**config.mk**
```make
export PLATFORM = sky130hd
export DESIGN_NAME = dcc_channel
export DESIGN_NICKNAME = d
export VERILOG_FILES = /design/src/rtl/dcc_pkg.sv /design/src/rtl/dcc_addr_step.sv /design/src/rtl/dcc_channel.sv
export SDC_FILE = /design/constraint.sdc
export NUM_CORES = 1
export LEC_CHECK = 0
export BUFFER_PORTS_ARGS = -buffer_cell sky130_fd_sc_hd__buf_2
export CORE_MARGIN = 4
export CORE_UTILIZATION = 54
export DETAILED_ROUTE_END_ITERATION = 8
export GPL_TIMING_DRIVEN = 0
export PLACE_DENSITY_LB_ADDON = 0.2
export SETUP_SLACK_MARGIN = 0.5
export SYNTH_ARGS = -nofsm -noshare
export SYNTH_HDL_FRONTEND = slang
export SYNTH_HIERARCHICAL = 1
export SYNTH_SLANG_ARGS = --single-unit
```
**constraint.sdc**
```tcl
create_clock -name pclk -period 3.1 [get_ports pclk]
set_clock_uncertainty 0.15 [all_clocks]
set_input_delay 0.775 -clock pclk [delete_from_list [all_inputs] [get_ports pclk]]
set_output_delay 0.775 -clock pclk [all_outputs]
set_load 0.05 [all_outputs]
```
**src/rtl/dcc_pkg.sv**
```systemverilog
// constants, field layout and state codes of the dma chain control channel
package dcc_pkg;
  // register byte offsets
  localparam logic [7:0] OFF_SRC_ADDR = 8'h00;
  localparam logic [7:0] OFF_DST_ADDR = 8'h04;
  localparam logic [7:0] OFF_NEXT_PTR = 8'h08;
  localparam logic [7:0] OFF_CTRL = 8'h0C;
  localparam logic [7:0] OFF_SETUP = 8'h10;
  localparam logic [7:0] OFF_IRQ_STAT = 8'h14;
  localparam logic [7:0] OFF_IRQ_MASK = 8'h18;
  // control word fields
  localparam int CTRL_IRQ_EN = 31;
  localparam int CTRL_DST_STEP = 27;
  localparam int CTRL_SRC_STEP = 26;
  localparam int CTRL_DW_LSB = 21;
  localparam int CTRL_SW_LSB = 18;
  localparam int CTRL_DRUN_LSB = 15;
  localparam int CTRL_SRUN_LSB = 12;
  localparam int CTRL_CNT_LSB = 0;
  localparam int CNT_W = 12;
  localparam int PTR_LSB = 2;
  // chan_setup_reg fields
  localparam int SETUP_EN = 0;
  localparam int SETUP_GATE = 1;
  // interrupt status fields
  localparam int STAT_DONE = 0;
  // reset values
  localparam logic [31:0] RST_WORD = 32'h0000_0000;
  // descriptor layout: four words
  localparam logic [1:0] DESC_LAST = 2'h3;
  typedef enum logic [2:0] {
    S_IDLE = 3'b000,
    S_READ = 3'b001,
    S_WRITE = 3'b010,
    S_FETCH = 3'b011,
    S_YIELD = 3'b100
  } dcc_state_type;
endpackage : dcc_pkg

```
**src/rtl/dcc_addr_step.sv**
```systemverilog
// address stepper: advances an address by the access width when stepping is on
`timescale 1ns/1ps
module dcc_addr_step (
  input wire logic [31:0] addr,
  input wire logic [2:0] width,
  input wire logic step,
  output logic [31:0] next_addr
);
  wire [31:0] incr;
  // reserved width codes fall back to a word step; software must not use them
  assign incr = (width == 3'b000) ? 32'h0000_0001 :
                (width == 3'b001) ? 32'h0000_0002 : 32'h0000_0004;
  assign next_addr = step ? addr + incr : addr;
endmodule : dcc_addr_step

```
**src/rtl/dcc_channel.sv**
```systemverilog
// one dma channel: descriptor chaining, control word, apb registers, data mover
// Behaviour
// - link register bits 31..2 hold the next descriptor word address
// - zero link pointer ends the chain; channel disables, no further fetch
// - end interrupt only when control bit 31 and setup gate both set
// - control bit 27 set advances destination after each write, else fixed
// - control bit 26 set advances source after each read, else fixed
// - bits 23..21 give destination width: byte, halfword, word
// - bits 20..18 give source width with the same codes
// - bits 17..15 give destination run length 1,4,8..256 beats
// - bits 14..12 give source run length with the same mapping
// - run lengths only size internal requests, not bus burst types
//
// Implementation choices: the placing of the registers and the APB slave port.
`timescale 1ns/1ps
module dcc_channel (
  input wire logic pclk,
  input wire logic presetn,
  input wire logic psel,
  input wire logic penable,
  input wire logic pwrite,
  input wire logic [7:0] paddr,
  input wire logic [31:0] pwdata,
  output logic [31:0] prdata,
  output logic pready,
  output logic pslverr,
  output logic mem_req,
  output logic mem_we,
  output logic [31:0] mem_addr,
  output logic [1:0] mem_size,
  output logic [31:0] mem_wdata,
  input wire logic mem_ack,
  input wire logic [31:0] mem_rdata,
  output logic irq
);
  ////////////////////////////////////////////////////////////////////////////////
  function automatic logic [8:0] run_beats(input logic [2:0] code);
    run_beats = (code == 3'b000) ? 9'h001 : 9'((9'h002) << code);
  endfunction : run_beats

  ////////////////////////////////////////////////////////////////////////////////
  dcc_pkg::dcc_state_type state_q, state_d;
  logic [31:0] src_q, dst_q, lli_q, ctrl_q, data_q, prdata_q;
  logic en_q, gate_q, stat_q, mask_q, irq_q, pready_q, pslverr_q;
  logic req_q, we_q;
  logic [31:0] maddr_q;
  logic [1:0] msize_q;
  logic [8:0] srun_q, drun_q;
  logic [1:0] fidx_q;

  wire setup_ph = psel & ~penable;
  wire wr_acc = psel & penable & pwrite & pready_q;
  wire hit_src = paddr == dcc_pkg::OFF_SRC_ADDR;
  wire hit_dst = paddr == dcc_pkg::OFF_DST_ADDR;
  wire hit_lli = paddr == dcc_pkg::OFF_NEXT_PTR;
  wire hit_ctl = paddr == dcc_pkg::OFF_CTRL;
  wire hit_set = paddr == dcc_pkg::OFF_SETUP;
  wire hit_sta = paddr == dcc_pkg::OFF_IRQ_STAT;
  wire hit_msk = paddr == dcc_pkg::OFF_IRQ_MASK;
  wire mapped = hit_src | hit_dst | hit_lli | hit_ctl | hit_set | hit_sta | hit_msk;
  wire [31:0] rd_mux = hit_src ? src_q : hit_dst ? dst_q : hit_lli ? lli_q :
                       hit_ctl ? ctrl_q :
                       hit_set ? {30'h0000_0000, gate_q, en_q} :
                       hit_sta ? {31'h0000_0000, stat_q} :
                       hit_msk ? {31'h0000_0000, mask_q} : dcc_pkg::RST_WORD;

  // control word fields
  wire [2:0] dw = ctrl_q[dcc_pkg::CTRL_DW_LSB +: 3];
  wire [2:0] sw = ctrl_q[dcc_pkg::CTRL_SW_LSB +: 3];
  wire [dcc_pkg::CNT_W-1:0] cnt = ctrl_q[dcc_pkg::CTRL_CNT_LSB +: dcc_pkg::CNT_W];
  wire [29:0] link = lli_q[31:dcc_pkg::PTR_LSB];
  wire chain_end = link == 30'h0000_0000;
  wire [31:0] src_nx, dst_nx;

  dcc_addr_step u_src_step (
    .addr(src_q),
    .width(sw),
    .step(ctrl_q[dcc_pkg::CTRL_SRC_STEP]),
    .next_addr(src_nx)
  );
  dcc_addr_step u_dst_step (
    .addr(dst_q),
    .width(dw),
    .step(ctrl_q[dcc_pkg::CTRL_DST_STEP]),
    .next_addr(dst_nx)
  );

  ////////////////////////////////////////////////////////////////////////////////
  // engine events
  wire rd_done = (state_q == dcc_pkg::S_READ) & mem_ack;
  wire wr_done = (state_q == dcc_pkg::S_WRITE) & mem_ack;
  wire fetch_ack = (state_q == dcc_pkg::S_FETCH) & mem_ack;
  wire fetch_last = fetch_ack & (fidx_q == dcc_pkg::DESC_LAST);
  wire cnt_last = cnt == 12'h001;
  // a descriptor completes when its last beat is written or it starts with count zero
  wire start_zero = (state_q == dcc_pkg::S_IDLE) & en_q & (cnt == 12'h000);
  wire xfer_end = (wr_done & cnt_last) | start_zero;
  wire end_irq = xfer_end & ctrl_q[dcc_pkg::CTRL_IRQ_EN] & gate_q;
  // the source count drops at each read, so it is spent at zero by the time its write ends
  wire run_out = (srun_q == 9'h000) | (drun_q == 9'h001);

  always_comb
  begin
    state_d = state_q;
    case (state_q)
      dcc_pkg::S_IDLE:
        if (en_q & (cnt != 12'h000))
          state_d = dcc_pkg::S_READ;
        else if (start_zero & ~chain_end)
          state_d = dcc_pkg::S_FETCH;
      dcc_pkg::S_READ:
        if (mem_ack)
          state_d = dcc_pkg::S_WRITE;
      dcc_pkg::S_WRITE:
        if (mem_ack)
        begin
          if (cnt_last)
            state_d = chain_end ? dcc_pkg::S_IDLE : dcc_pkg::S_FETCH;
          else if (run_out)
            state_d = dcc_pkg::S_YIELD;
          else
            state_d = dcc_pkg::S_READ;
        end
      dcc_pkg::S_FETCH:
        if (fetch_last)
          state_d = dcc_pkg::S_IDLE;
      dcc_pkg::S_YIELD:
        state_d = dcc_pkg::S_READ;
      default:
        state_d = dcc_pkg::S_IDLE;
    endcase
  end

  // memory request for the next state, taken from current values
  wire [31:0] fetch_base = {link, 2'b00};
  wire next_req = (state_d == dcc_pkg::S_READ) | (state_d == dcc_pkg::S_WRITE) |
                  (state_d == dcc_pkg::S_FETCH);
  wire [1:0] fidx_d = (state_q != dcc_pkg::S_FETCH) ? 2'b00 : fidx_q + 2'(fetch_ack);
  // the source register has already stepped at the read, and a fetch steps its own
  // last address because the link register is reloaded before the final word
  wire [31:0] addr_d = (state_d == dcc_pkg::S_READ) ? src_q :
                       (state_d == dcc_pkg::S_WRITE) ? dst_q :
                       (state_q == dcc_pkg::S_FETCH) ?
                       maddr_q + (fetch_ack ? 32'h0000_0004 : 32'h0000_0000) :
                       fetch_base;
  wire [1:0] size_d = (state_d == dcc_pkg::S_WRITE) ? dw[1:0] :
                      (state_d == dcc_pkg::S_READ) ? sw[1:0] : 2'b10;

  ////////////////////////////////////////////////////////////////////////////////
  // register next values: the engine owns the source, destination, link and control registers while it moves data
  wire busy = state_q != dcc_pkg::S_IDLE;
  wire w_src = wr_acc & hit_src & ~busy;
  wire w_dst = wr_acc & hit_dst & ~busy;
  wire w_lli = wr_acc & hit_lli & ~busy;
  wire w_ctl = wr_acc & hit_ctl & ~busy;
  wire [31:0] src_d = (fetch_ack & fidx_q == 2'd0) ? mem_rdata :
                      rd_done ? src_nx : w_src ? pwdata : src_q;
  wire [31:0] dst_d = (fetch_ack & fidx_q == 2'd1) ? mem_rdata :
                      wr_done ? dst_nx : w_dst ? pwdata : dst_q;
  // all 32 bits are stored so reserved and low pointer bits read back as written
  wire [31:0] lli_d = (fetch_ack & fidx_q == 2'd2) ? mem_rdata : w_lli ? pwdata : lli_q;
  wire [31:0] ctrl_d = (fetch_ack & fidx_q == 2'd3) ? mem_rdata :
                       wr_done ? {ctrl_q[31:dcc_pkg::CNT_W], cnt - 12'h001} :
                       w_ctl ? pwdata : ctrl_q;
  // a chain that ends clears the enable; the clear beats a same-cycle software set
  wire en_d = (xfer_end & chain_end) ? 1'b0 :
              (wr_acc & hit_set) ? pwdata[dcc_pkg::SETUP_EN] : en_q;
  wire stat_d = end_irq | (stat_q & ~(wr_acc & hit_sta & pwdata[dcc_pkg::STAT_DONE]));
  wire [8:0] srun_d = (state_q == dcc_pkg::S_IDLE) | (state_d == dcc_pkg::S_YIELD) |
                      (state_q == dcc_pkg::S_FETCH) ?
                      run_beats(ctrl_d[dcc_pkg::CTRL_SRUN_LSB +: 3]) :
                      srun_q - 9'(rd_done);
  wire [8:0] drun_d = (state_q == dcc_pkg::S_IDLE) | (state_d == dcc_pkg::S_YIELD) |
                      (state_q == dcc_pkg::S_FETCH) ?
                      run_beats(ctrl_d[dcc_pkg::CTRL_DRUN_LSB +: 3]) :
                      drun_q - 9'(wr_done);

  always_ff @(posedge pclk or negedge presetn)
  begin
    if (!presetn)
    begin
      state_q <= dcc_pkg::S_IDLE;
      src_q <= dcc_pkg::RST_WORD;
      dst_q <= dcc_pkg::RST_WORD;
      lli_q <= dcc_pkg::RST_WORD;
      ctrl_q <= dcc_pkg::RST_WORD;
      data_q <= dcc_pkg::RST_WORD;
      en_q <= 1'b0;
      gate_q <= 1'b0;
      stat_q <= 1'b0;
      mask_q <= 1'b0;
      srun_q <= 9'h001;
      drun_q <= 9'h001;
      fidx_q <= 2'b00;
    end
    else
    begin
      state_q <= state_d;
      src_q <= src_d;
      dst_q <= dst_d;
      lli_q <= lli_d;
      ctrl_q <= ctrl_d;
      data_q <= rd_done ? mem_rdata : data_q;
      en_q <= en_d;
      gate_q <= (wr_acc & hit_set) ? pwdata[dcc_pkg::SETUP_GATE] : gate_q;
      stat_q <= stat_d;
      mask_q <= (wr_acc & hit_msk) ? pwdata[dcc_pkg::STAT_DONE] : mask_q;
      srun_q <= srun_d;
      drun_q <= drun_d;
      fidx_q <= fidx_d;
    end
  end

  ////////////////////////////////////////////////////////////////////////////////
  // outputs, all registered
  always_ff @(posedge pclk or negedge presetn)
  begin
    if (!presetn)
    begin
      req_q <= 1'b0;
      we_q <= 1'b0;
      maddr_q <= dcc_pkg::RST_WORD;
      msize_q <= 2'b00;
      prdata_q <= dcc_pkg::RST_WORD;
      pready_q <= 1'b0;
      pslverr_q <= 1'b0;
      irq_q <= 1'b0;
    end
    else
    begin
      req_q <= next_req;
      we_q <= state_d == dcc_pkg::S_WRITE;
      maddr_q <= addr_d;
      msize_q <= size_d;
      prdata_q <= setup_ph ? rd_mux : prdata_q;
      pready_q <= setup_ph;
      pslverr_q <= setup_ph & ~mapped;
      irq_q <= stat_d & mask_q;
    end
  end

  assign mem_req = req_q;
  assign mem_we = we_q;
  assign mem_addr = maddr_q;
  assign mem_size = msize_q;
  assign mem_wdata = data_q;
  assign prdata = prdata_q;
  assign pready = pready_q;
  assign pslverr = pslverr_q;
  assign irq = irq_q;

  ////////////////////////////////////////////////////////////////////////////////
  a_last_disables: assert property (@(posedge pclk) disable iff (!presetn)
    (xfer_end & chain_end) |=> !en_q && state_q == dcc_pkg::S_IDLE)
    else $error("chain end did not disable channel");
  a_no_fetch_last: assert property (@(posedge pclk) disable iff (!presetn)
    (xfer_end & chain_end) |=> !mem_req)
    else $error("fetch issued after last descriptor");
  a_irq_gated: assert property (@(posedge pclk) disable iff (!presetn)
    $rose(stat_q) |-> $past(ctrl_q[dcc_pkg::CTRL_IRQ_EN]) && $past(gate_q))
    else $error("end interrupt without both enables");
  a_dst_step: assert property (@(posedge pclk) disable iff (!presetn)
    wr_done && !cnt_last |=> dst_q == $past(dst_q) +
      ($past(ctrl_q[dcc_pkg::CTRL_DST_STEP]) ? 32'h0000_0001 << $past(dw) : 32'h0000_0000))
    else $error("destination address step wrong");
  a_src_step: assert property (@(posedge pclk) disable iff (!presetn)
    rd_done && ctrl_q[dcc_pkg::CTRL_SRC_STEP] |=>
      src_q == $past(src_q) + (32'h0000_0001 << $past(sw)))
    else $error("source address step wrong");
  a_src_fixed: assert property (@(posedge pclk) disable iff (!presetn)
    rd_done && !ctrl_q[dcc_pkg::CTRL_SRC_STEP] |=> src_q == $past(src_q))
    else $error("fixed source address moved");
  a_wr_size: assert property (@(posedge pclk) disable iff (!presetn)
    rd_done |=> mem_we && mem_size == dw[1:0])
    else $error("write size not destination width");
  a_rd_size: assert property (@(posedge pclk) disable iff (!presetn)
    (mem_req && !mem_we && state_q == dcc_pkg::S_READ) |-> mem_size == sw[1:0])
    else $error("read size not source width");
  a_run_yield: assert property (@(posedge pclk) disable iff (!presetn)
    (wr_done && !cnt_last && drun_q == 9'h001) |=> !mem_req ##1 mem_req)
    else $error("destination run did not yield once");
  a_fetch_words: assert property (@(posedge pclk) disable iff (!presetn)
    (xfer_end && !chain_end) |=> mem_req && !mem_we && mem_addr == $past(fetch_base))
    else $error("descriptor fetch address wrong");
  a_irq_level: assert property (@(posedge pclk) disable iff (!presetn)
    irq |-> $past(stat_d) && $past(mask_q))
    else $error("interrupt without masked status");
  a_src_yield: assert property (@(posedge pclk) disable iff (!presetn)
    (wr_done && !cnt_last && srun_q == 9'h000) |=> !mem_req ##1 mem_req)
    else $error("source run did not yield once");
  a_fetch_step: assert property (@(posedge pclk) disable iff (!presetn)
    fetch_ack && !fetch_last |=> mem_req && mem_addr == $past(mem_addr) + 32'h0000_0004)
    else $error("descriptor word address wrong");
  a_req_stable: assert property (@(posedge pclk) disable iff (!presetn)
    mem_req && !mem_ack |=>
      mem_req && $stable(mem_addr) && $stable(mem_we) && $stable(mem_size))
    else $error("memory request changed before its answer");
  a_end_stat: assert property (@(posedge pclk) disable iff (!presetn)
    xfer_end && ctrl_q[dcc_pkg::CTRL_IRQ_EN] && gate_q |=> stat_q)
    else $error("enabled transfer end left status clear");
  a_pready_once: assert property (@(posedge pclk) disable iff (!presetn)
    pready |=> !pready)
    else $error("register answer longer than one cycle");
endmodule : dcc_channel

```
Yosys cells after proc, flatten, opt, wreduce, memory -nomap -nowiden --
Index checks and enable logic that the tools add are counted.
Storage, ports and cells: output and inout bits 103, latch bits 0, memories kept 0, RAM bits 0, bits of input ports 78, register bits 258, memory bits (read-only) 0
Operators by class: equal/unequal tests 25, add/sub/neg operators 7, div/mod/pow operators 0, bitwise gates (word level) 52, $lt $le $gt $ge 0, shifts and indexed selects 2, multiplexer cells 46, reductions and logical operators 21, multiply operators 0
Operators by type and width (number):
- 32-bit 2-to-1 mux | 22
- 32-bit adder | 2
- 9-bit 2-to-1 mux | 4
- 1-bit bitwise AND | 34
- 32-bit by 3-bit adder with 32-bit output | 1
- 30-bit zero test | 1
- 3-bit 2-to-1 mux | 10
- 8-bit by 5-bit equality test with 1-bit output (second input constant) | 3
- 2-bit by 3-bit left shift with 9-bit output (first input constant) | 2
- 9-bit by 1-bit subtractor with 9-bit output | 2
- 8-bit by 4-bit equality test with 1-bit output (second input constant) | 2
- 3-bit zero test | 5
- 3-bit one-hot mux with 5 select lines | 1
- 1-bit bitwise OR | 13
- 12-bit by 1-bit equality test with 1-bit output (second input constant) | 1
- 3-bit by 1-bit equality test with 1-bit output (second input constant) | 4
- 3-bit by 2-bit equality test with 1-bit output (second input constant) | 4
- 12-bit zero test | 1
- 12-bit nonzero test | 1
- 3-bit nonzero test | 4
- 12-bit by 1-bit subtractor with 12-bit output (second input constant) | 1
- 2-bit 2-to-1 mux | 5
- 9-bit by 1-bit equality test with 1-bit output (second input constant) | 1
- 9-bit zero test | 1
- 13 further kinds | 28

Logic depth before layout (Yosys ltp) --
Gate-level depths: netlist of run 1.
word-level depth 11, gate-level depth with buffers 13, mapped depth without buffers 12

By module --
Netlist of run 1, hierarchy kept.
By module, submodules not included:
- dcc_channel | area an instance 14328.7 um^2, cells each 1485, instances 1, seq. area each 6458.7 um^2
- dcc_addr_step | area an instance 743.2 um^2, cells each 106, instances 2, seq. area each 0.0 um^2

Least setup slack after synthesis of run 1 --
No wires, ideal clock.
path type input port to flip-flop, start input port mem_ack, end register maddr_q[18] (netlist: mem_addr[18]), library setup time 0.064 ns, slack -0.105 ns, buffers on the path 0, data arrival time 2.991 ns, stages 10, path through nand4b_1 -> inv_1 -> ha_1 -> ha_1 -> nand4_1 -> or4b_4 -> or3_1 -> a31o_2 -> o21ai_1 -> mux2_4
On the way: cells in the longest elaborated chain, start to end 7
Ends and longest elaborated chain:
- start: declaration | RTL line dcc_channel.sv:32 | input wire logic mem_ack,
- parallel branches: the longest is 6 deep, another holds 32-bit by 3-bit adder with 32-bit output
- 32-bit 2-to-1 mux * | RTL line dcc_channel.sv:141 | wire [31:0] addr_d = (state_d == dcc_pkg::S_READ) ? src_q :
- named net addr_d[18] | RTL line dcc_channel.sv:141
- end signal: assignment | RTL line dcc_channel.sv:222 | maddr_q <= dcc_pkg::RST_WORD;
- end signal: assignment | RTL line dcc_channel.sv:233 | maddr_q <= addr_d;
- end: declaration | RTL line dcc_channel.sv:46 | logic [31:0] maddr_q;
Mark *: on every way through the listed nets, which the timed path passes. A chain may end at the register's enable or synchronous reset.

Worst setup path after layout of run 1 --
start register state_q[0], end register maddr_q[18] (netlist: mem_addr[18])
On the way: cells in the longest elaborated chain, start to end 10
Ends and longest elaborated chain:
- start: declaration | RTL line dcc_channel.sv:42 | dcc_pkg::dcc_state_type state_q, state_d;
- start signal: assignment | RTL line dcc_channel.sv:182 | state_q <= dcc_pkg::S_IDLE;
- start signal: assignment | RTL line dcc_channel.sv:198 | state_q <= state_d;
- parallel branches: the longest is 9 deep, another holds 32-bit by 3-bit adder with 32-bit output
- 32-bit 2-to-1 mux * | RTL line dcc_channel.sv:141
- named net addr_d[18] | RTL line dcc_channel.sv:141
Marks and branches as above.

==> results of run 1 <==
-- Yosys cell counts (17+ instances only) --
| cell | instances | area share [%] |
|---|---|---|
| a21oi_1 | 134 | 4.2 |
| a22o_1 | 32 | 1.8 |
| a22oi_1 | 21 | 1.0 |
| and2_1 | 17 | 0.67 |
| buf_2 | 24 | 0.76 |
| clkbuf_1 | 65 | 1.5 |
| dfrtp_1 | 256 | 41 |
| inv_1 | 37 | 0.88 |
| mux2_2 | 47 | 3.3 |
| mux2i_1 | 74 | 4.7 |
| mux4_2 | 31 | 4.4 |
| nand2_1 | 265 | 6.3 |
| nand3_1 | 50 | 1.6 |
| nand4_1 | 53 | 2.1 |
| nor2_1 | 122 | 2.9 |
| nor3_1 | 20 | 0.63 |
| nor4_1 | 19 | 0.75 |
| o21ai_0 | 127 | 4.0 |
| xnor2_1 | 69 | 3.8 |
| xor2_1 | 25 | 1.4 |
-- worst max-delay path: stages, from the launching register on --
cell and delay [ns]:
dfrtp_1 0.38, buf_4 0.18, nand4b_1 0.19, inv_2 0.17, ha_4 0.17, ha_4 0.17
nand4_1 0.13, or4b_4 0.54, or3_1 0.33, a31o_2 0.23, o21ai_1 0.11, mux2_4 0.15
-- flip-flops by register name, indices dropped and copies added, names as in the netlist, 3 cells and up --
name       cells
ctrl_q        32
drun_q         9
dst_q         32
lli_q         32
mem_addr      32
mem_wdata     32
prdata        32
src_q         32
srun_q         9
state_q        3
-- metal layers --
metal  wire length [um]  up-vias  GRT usage [%]
met3               8270      286           8.67
met4               3730        2           16.2
met2              27900     1231           56.2
met5                 29        -              0
li1                   -     6699              -
met1              23400     7791           51.8
-- what timing repair did --
action                                 in CTS  in global routing
buffers inserted                           48                 24
pin swaps                                  37                 94
hold buffers                                1                  0
endpoints found under the hold margin      44                  0
gates cloned                                2                  4
setup endpoints to repair                 216                173
gates resized for setup                   133                210
-- cell families (layout without fill, tap and decap cells) --
logic type,count (synthesis),after routing
AND/OR/NAND/NOR,613,613
flip-flops,258,258
XOR/XNOR,94,94
adder cells (fa/ha/maj),18,18
multiplexers,169,169
AO/OA/AOI/OAI,393,393
buffers and inverters,152,464
-- area by class of cell --
class                           instances  area (sq um)
Timing Repair Buffer                  260          1770
Clock buffer                           42           835
Sequential cell                       258          6470
Inverter                               38           145
Multi-Input combinational cell       1287          9600
Fill cell                            2192          8620
Clock inverter                         10           153
Buffer                                114           708
Tap cell                              384           480
-- per-stage QoR --
stage / power (uW) / std cells / hold WS (ns) / setup slack, ns
final: 16700 / 2393 / 0.325 / 0.143
after CTS: 15900 / 2365 / 0.328 / 0.194
after floorplan: 9890 / 1697 / 0.291 / 0.0131
after global placement: 11700 / 2260 / 0.310 / -3.64
after detailed placement: 11900 / 2262 / 0.315 / -0.642
after global routing: 17300 / 2393 / 0.340 / 0.0291
-- power by group through the flow --
stage,registers (uW),clock network [uW],logic [uW]
after global placement,5860,0,5840
after global routing,6140,3760,7440
after floorplan,6790,0,3090
after CTS,5900,3630,6430
final,6030,3630,7070
after detailed placement,5910,0,5950
-- how the worst max path moves through the flow --
stage | startpoint | to | slack [ns] | cells after the start
finish | state_q[0] | mem_addr[18] | 0.14 | 11
global route | state_q[0] | mem_addr[18] | 0.03 | 11
CTS | state_q[2] | mem_addr[18] | 0.19 | 11
detailed placement | mem_ack | mem_addr[20] | -0.64 | 11
global placement | presetn | prdata[25] | -3.64 | 1
floorplan | mem_ack | mem_addr[18] | 0.01 | 10
==> run metrics, run 1 <==
gr ovfl total=0; peak supply drop=a little over 0.7 mV; Avg WL per Cell=about 26 um; largest net degree at the start of global routing=between 100 and 150; number of synthesized register bits=between 200 and 300; Initial Util=a little over half; post-synthesis mux area share=approximately 14%; post-synth cell types=82; clock slew at reported path FFs=about 0.06 ns; largest family of logic cells by synthesized area=simple AND/OR/NAND/NOR gates; leak pwr=between 0.008 and 0.009 uW; fin crit period=2.96 ns; die width=approximately 180 um; Pre-Repair DR Iteration Count=6; Hold Fails Final Rpt=0; vias in the first global route=14700; DRT iter0 DRCs=between 2000 and 2500; hold path cells=2; r2r startpoint=state_q[0]; worst-skew pair later-pin latency=around 0.56 ns; Residual DRC=0; vias per inst=approximately 6.7; initial antenna violation count=2; worst path required time=between 3 and 4 ns; clock power share=between 20% and 30%; clock sink count=approximately 260; syn avg cell area=slightly above 9 sq um; routed via count=approximately 16000; number of cells on the worst reg-to-reg path=11; WS Path Type=reg2reg; first-pass GRT wire length=roughly 90000 um; final setup fails=0; XOR/XNOR share of the synthesized area=under 10%; Die H=~180 um; DP Area=17300 sq um; max-cap violations=0; Design Area, Final=20200 sq um; sequential fraction of the synthesis area=roughly 41%; hold crit path type=reg2reg; FMAX=~340 MHz; drt total wl=63400 um; H-Tree Depth=1; ys async rst share=100%; post-DP HPWL=approximately 43000 um; Primary FF master, synth=dfrtp_1; setup TNS=0 ns; Flop pwr share=~36%; CTS tree=built; unrepaired setup endpoints after global routing=yes; I/O Buffers=179; share of cells above drive strength 1=between 30% and 40%; Compound-Gate Fraction of Synth Area=15.3%; Post-Synth Adder-Cell Area=1.52%; Slew @ Worst Pin=1.23 ns; Post-Syn Area=about 16000 sq um; Final period util=between 90% and 100%; EDFF count, synth=0; Post-Syn Nets=about 1800; CP arrival=~3.3 ns; ant diodes=0; hold endpoint=prdata[0]; hold_sp=prdata[0]; die area=approximately 32000 sq um; worst-case clock buffer depth=3; R2R Path End=mem_addr[18]; Startpoint Class=register; Util after Layout=a little over two thirds; Pint=between 9000 and 10000 uW; Std-Cell Rows=62; # IOs=181; Core ar.=around 29000 sq um; RD Place Congestion=1.01; Slew Viols, Final=0; status=complete, no violations; Final ANT Viol Nets=0; Mapped Cells=1697; final net count=about 2100; Setup crit end kind=register; most frequent cells in the layout=262 x nand2_1, 247 x dfrtp_1, 199 x buf_2; post-synthesis simple-gate area fraction=between 10% and 20%; synth-to-layout area growth=27.5%; r2r setup slk=~0.14 ns; CTS buffer count=29; Total GRT Usage=a little under two fifths; YS warnings=6; Sw Ratio=between 40% and 50%; CP Max Fanout=10; most common cell after layout, fill and taps aside=nand2_1; Root Driver=clkbuf_16; Gate power share=between 40% and 50%; power per cell area=slightly above 800 nW/um^2; P_sw=7320 uW; Slew headroom=between 10% and 20%
Note: power is estimated with default switching activity, not from simulation.
==> run 2, diff against run 1 <==
--- a/config.mk
+++ b/config.mk
@@ -6,4 +6,5 @@
 export NUM_CORES = 1
 export LEC_CHECK = 0
+export ABC_AREA = 1
 export BUFFER_PORTS_ARGS = -buffer_cell sky130_fd_sc_hd__buf_2
 export CORE_MARGIN = 4
==> constraint.sdc (replaced) <==
create_clock -name pclk -period 3.1 [get_ports pclk]
set_clock_uncertainty 0.15 [all_clocks]
set_input_delay 0.155 -clock pclk [delete_from_list [all_inputs] [get_ports pclk]]
set_output_delay 0.155 -clock pclk [all_outputs]
set_load 0.05 [all_outputs]
==> run metrics, run 2 <==
crit-path leading delay family=simple AND/OR/NAND/NOR gates; vias per inst=approximately 6.2; number of synthesized register bits=258; worst-case clock buffer depth=3; Std-Cell Rows=between 60 and 70; Post-Syn Nets=approximately 2500; Root Driver=clkbuf_16; Final ANT Viol Nets=0; CP Max Fanout=3; clock slew at reported path FFs=0.07 ns; Slew @ Worst Pin=0.797 ns; CTS buffer count=31; largest net degree at the start of global routing=102; Synth area leader=dfrtp_1; share of cells above drive strength 1=21.2%; I/O Buffers=180; worst-skew pair later-pin latency=just under 0.6 ns; worst hold slack=-0.0122 ns; Pre-Repair DR Iteration Count=8; Post-Syn Area=about 17000 sq um; CTS tree=built; die width=~190 um; H-Tree Depth=1; YS warnings=6; first-pass GRT wire length=112000 um; Hold Fails Final Rpt=6; leak pwr=between 0.01 and 0.015 uW; Core ar.=between 30000 and 40000 sq um; peak supply drop=around 0.7 mV; most used cell, CP=nand2_1; DRT iter0 DRCs=between 2000 and 3000; RD Place Congestion=between 1 and 1.5; die area=34400 sq um; syn avg cell area=6.97 sq um; final setup fails=0; post-DP HPWL=between 50000 and 60000 um; Mapped Cells=about 2400; Setup WS post-layout=0.280 ns; gr ovfl total=0; synth-to-layout area growth=29.0%; delay of the slowest cell on the worst path=between 0.3 and 0.4 ns; most frequent cells in the layout=672 x nand2_1, 254 x dfrtp_1, 252 x inv_1; final net count=2897; Slew headroom=between 40% and 50%; vias in the first global route=18900; drt total wl=just under 80000 um; Slowest-stage cell, CP=dfrtp_1; Startpoint Class=register; Setup crit end kind=register; crit path buf inv count=2; Final period util=between 90% and 100%; FMAX=~350 MHz; failing checks=hold timing; # IOs=between 150 and 200; routed via count=about 20000; worst path required time=roughly 3.5 ns; fin crit period=approximately 2.8 ns; status=finished, violations left; Residual DRC=0; Synth top area share=between 30% and 40%; Avg WL per Cell=approximately 24 um; most frequent cell after synthesis=nand2_1; clock sink count=between 200 and 300; WS Path Type=reg2reg; sequential fraction of the synthesis area=about two fifths; Slew Viols, Final=0; synth top area cells=dfrtp_1 38%, nand2_1 15%, o21ai_0 7.2%; most common cell after layout, fill and taps aside=nand2_1; Initial Util=55.1%; Total GRT Usage=43.4%; Primary FF master, synth=dfrtp_1; ys async rst share=between 90% and 100%; post-synth cell types=52; ant diodes=0; unrepaired setup endpoints after global routing=yes; power per cell area=between 900 and 1000 nW/um^2; most common library cells after synthesis=699 x nand2_1, 261 x inv_1, 256 x dfrtp_1; crit-path cells=or2_4 -> nor2_2 -> ha_2 -> fa_2 -> nand2_4 -> a21oi_4 -> buf_6 -> nand3_4 -> nor2_4 -> buf_6 -> nand3b_1 -> nand2_1 -> nand2_1 -> o21ai_1 -> nand2_1 -> o21ai_1 -> nand2_1 -> o21ai_1; hold crit path type=in2async; setup TNS=0 ns; EDFF count, synth=0; max-cap violations=0; Die H=~190 um; CP arrival=between 3 and 4 ns; Place WS=-0.480 ns; initial antenna violation count=0
[run 2: cell count changes after synthesis, sizes merged, moves of 32 or more]
cell   delta
a21oi    -54
mux2i    -74
a22o     -32
nand3   +109
mux2     -63
nor2    +133
nand2   +457
o21ai   +137
xnor2    -34
inv     +242
mux4     -32
[run 2: kinds of logic after synthesis]
kind of cell / count (synthesis) / share of synthesized area [%]
adders and majority gates: 18 / 1.41
AOI/OAI and AO/OA: 494 / 17.0
and+or+nand+nor: 1226 / 31.4
buffers and inverters: 387 / 9.13
DFF: 258 / 38.0
xor gates and xnor gates: 54 / 2.96
[run 2: worst paths after layout]
kind	startpoint	end	slack (ns)	cells past startpoint
hold reg to reg	mem_wdata[0]	mem_wdata[0]	0.32	2
max in group asynchronous	presetn	mem_addr[0]	1.44	4
setup / recovery	ctrl_q[23]	dst_q[26]	0.28	18
min in group pclk	mem_ack	state_q[2]	0.04	7
setup reg to reg	ctrl_q[23]	dst_q[26]	0.28	18
hold / removal	presetn	dst_q[29]	-0.01	2
[run 2: layout make-up]
cell class                      count  area (sq um)
Multi-Input combinational cell   1792          9760
Tap cell                          396           495
Fill cell                        2544          8920
Sequential cell                   258          6460
Buffer                            106           571
Timing Repair Buffer              331          2410
Inverter                          281          1080
Clock buffer                       34           817
Clock inverter                     23           308
[run 2: what timing repair did]
action / CTS / global route
setup endpoints to repair: 131 / 138
gates resized for setup: 113 / 240
pin swaps: 58 / 110
hold buffers: 80 / 0
endpoints found under the hold margin: 333 / 0
setup buffers: 30 / 41
gates cloned: 0 / 1
[run 2: layer usage]
metal  part of all wire (%)  vias up  global-route usage [%]
li1                       -     8734                       -
met1                     37     9467                    57.5
met2                     44     1506                    66.6
met3                     11      367                    7.60
met4                    8.3        0                    26.0
met5                      0        -                       0
[run 2: power breakdown]
group | internal (uW) | switching (uW) | total, uW
logic | 3310 | 7500 | 10800
registers | 4460 | 1530 | 5990
clock network | 2420 | 1670 | 4090
[run 2: stage by stage]
step	area, sq um	cells	utilization, %	hold WS (ns)	total power, uW
final	21900	3221	71.1	-0.0122	20900
after global routing	21900	3221	71.1	0.0568	21900
after CTS	20900	3182	67.9	0.0124	19800
after detailed placement	18400	3015	59.8	0.0366	15300
after global placement	18400	3013	59.6	0.268	15100
after floorplan	17000	2437	-	-0.291	12200
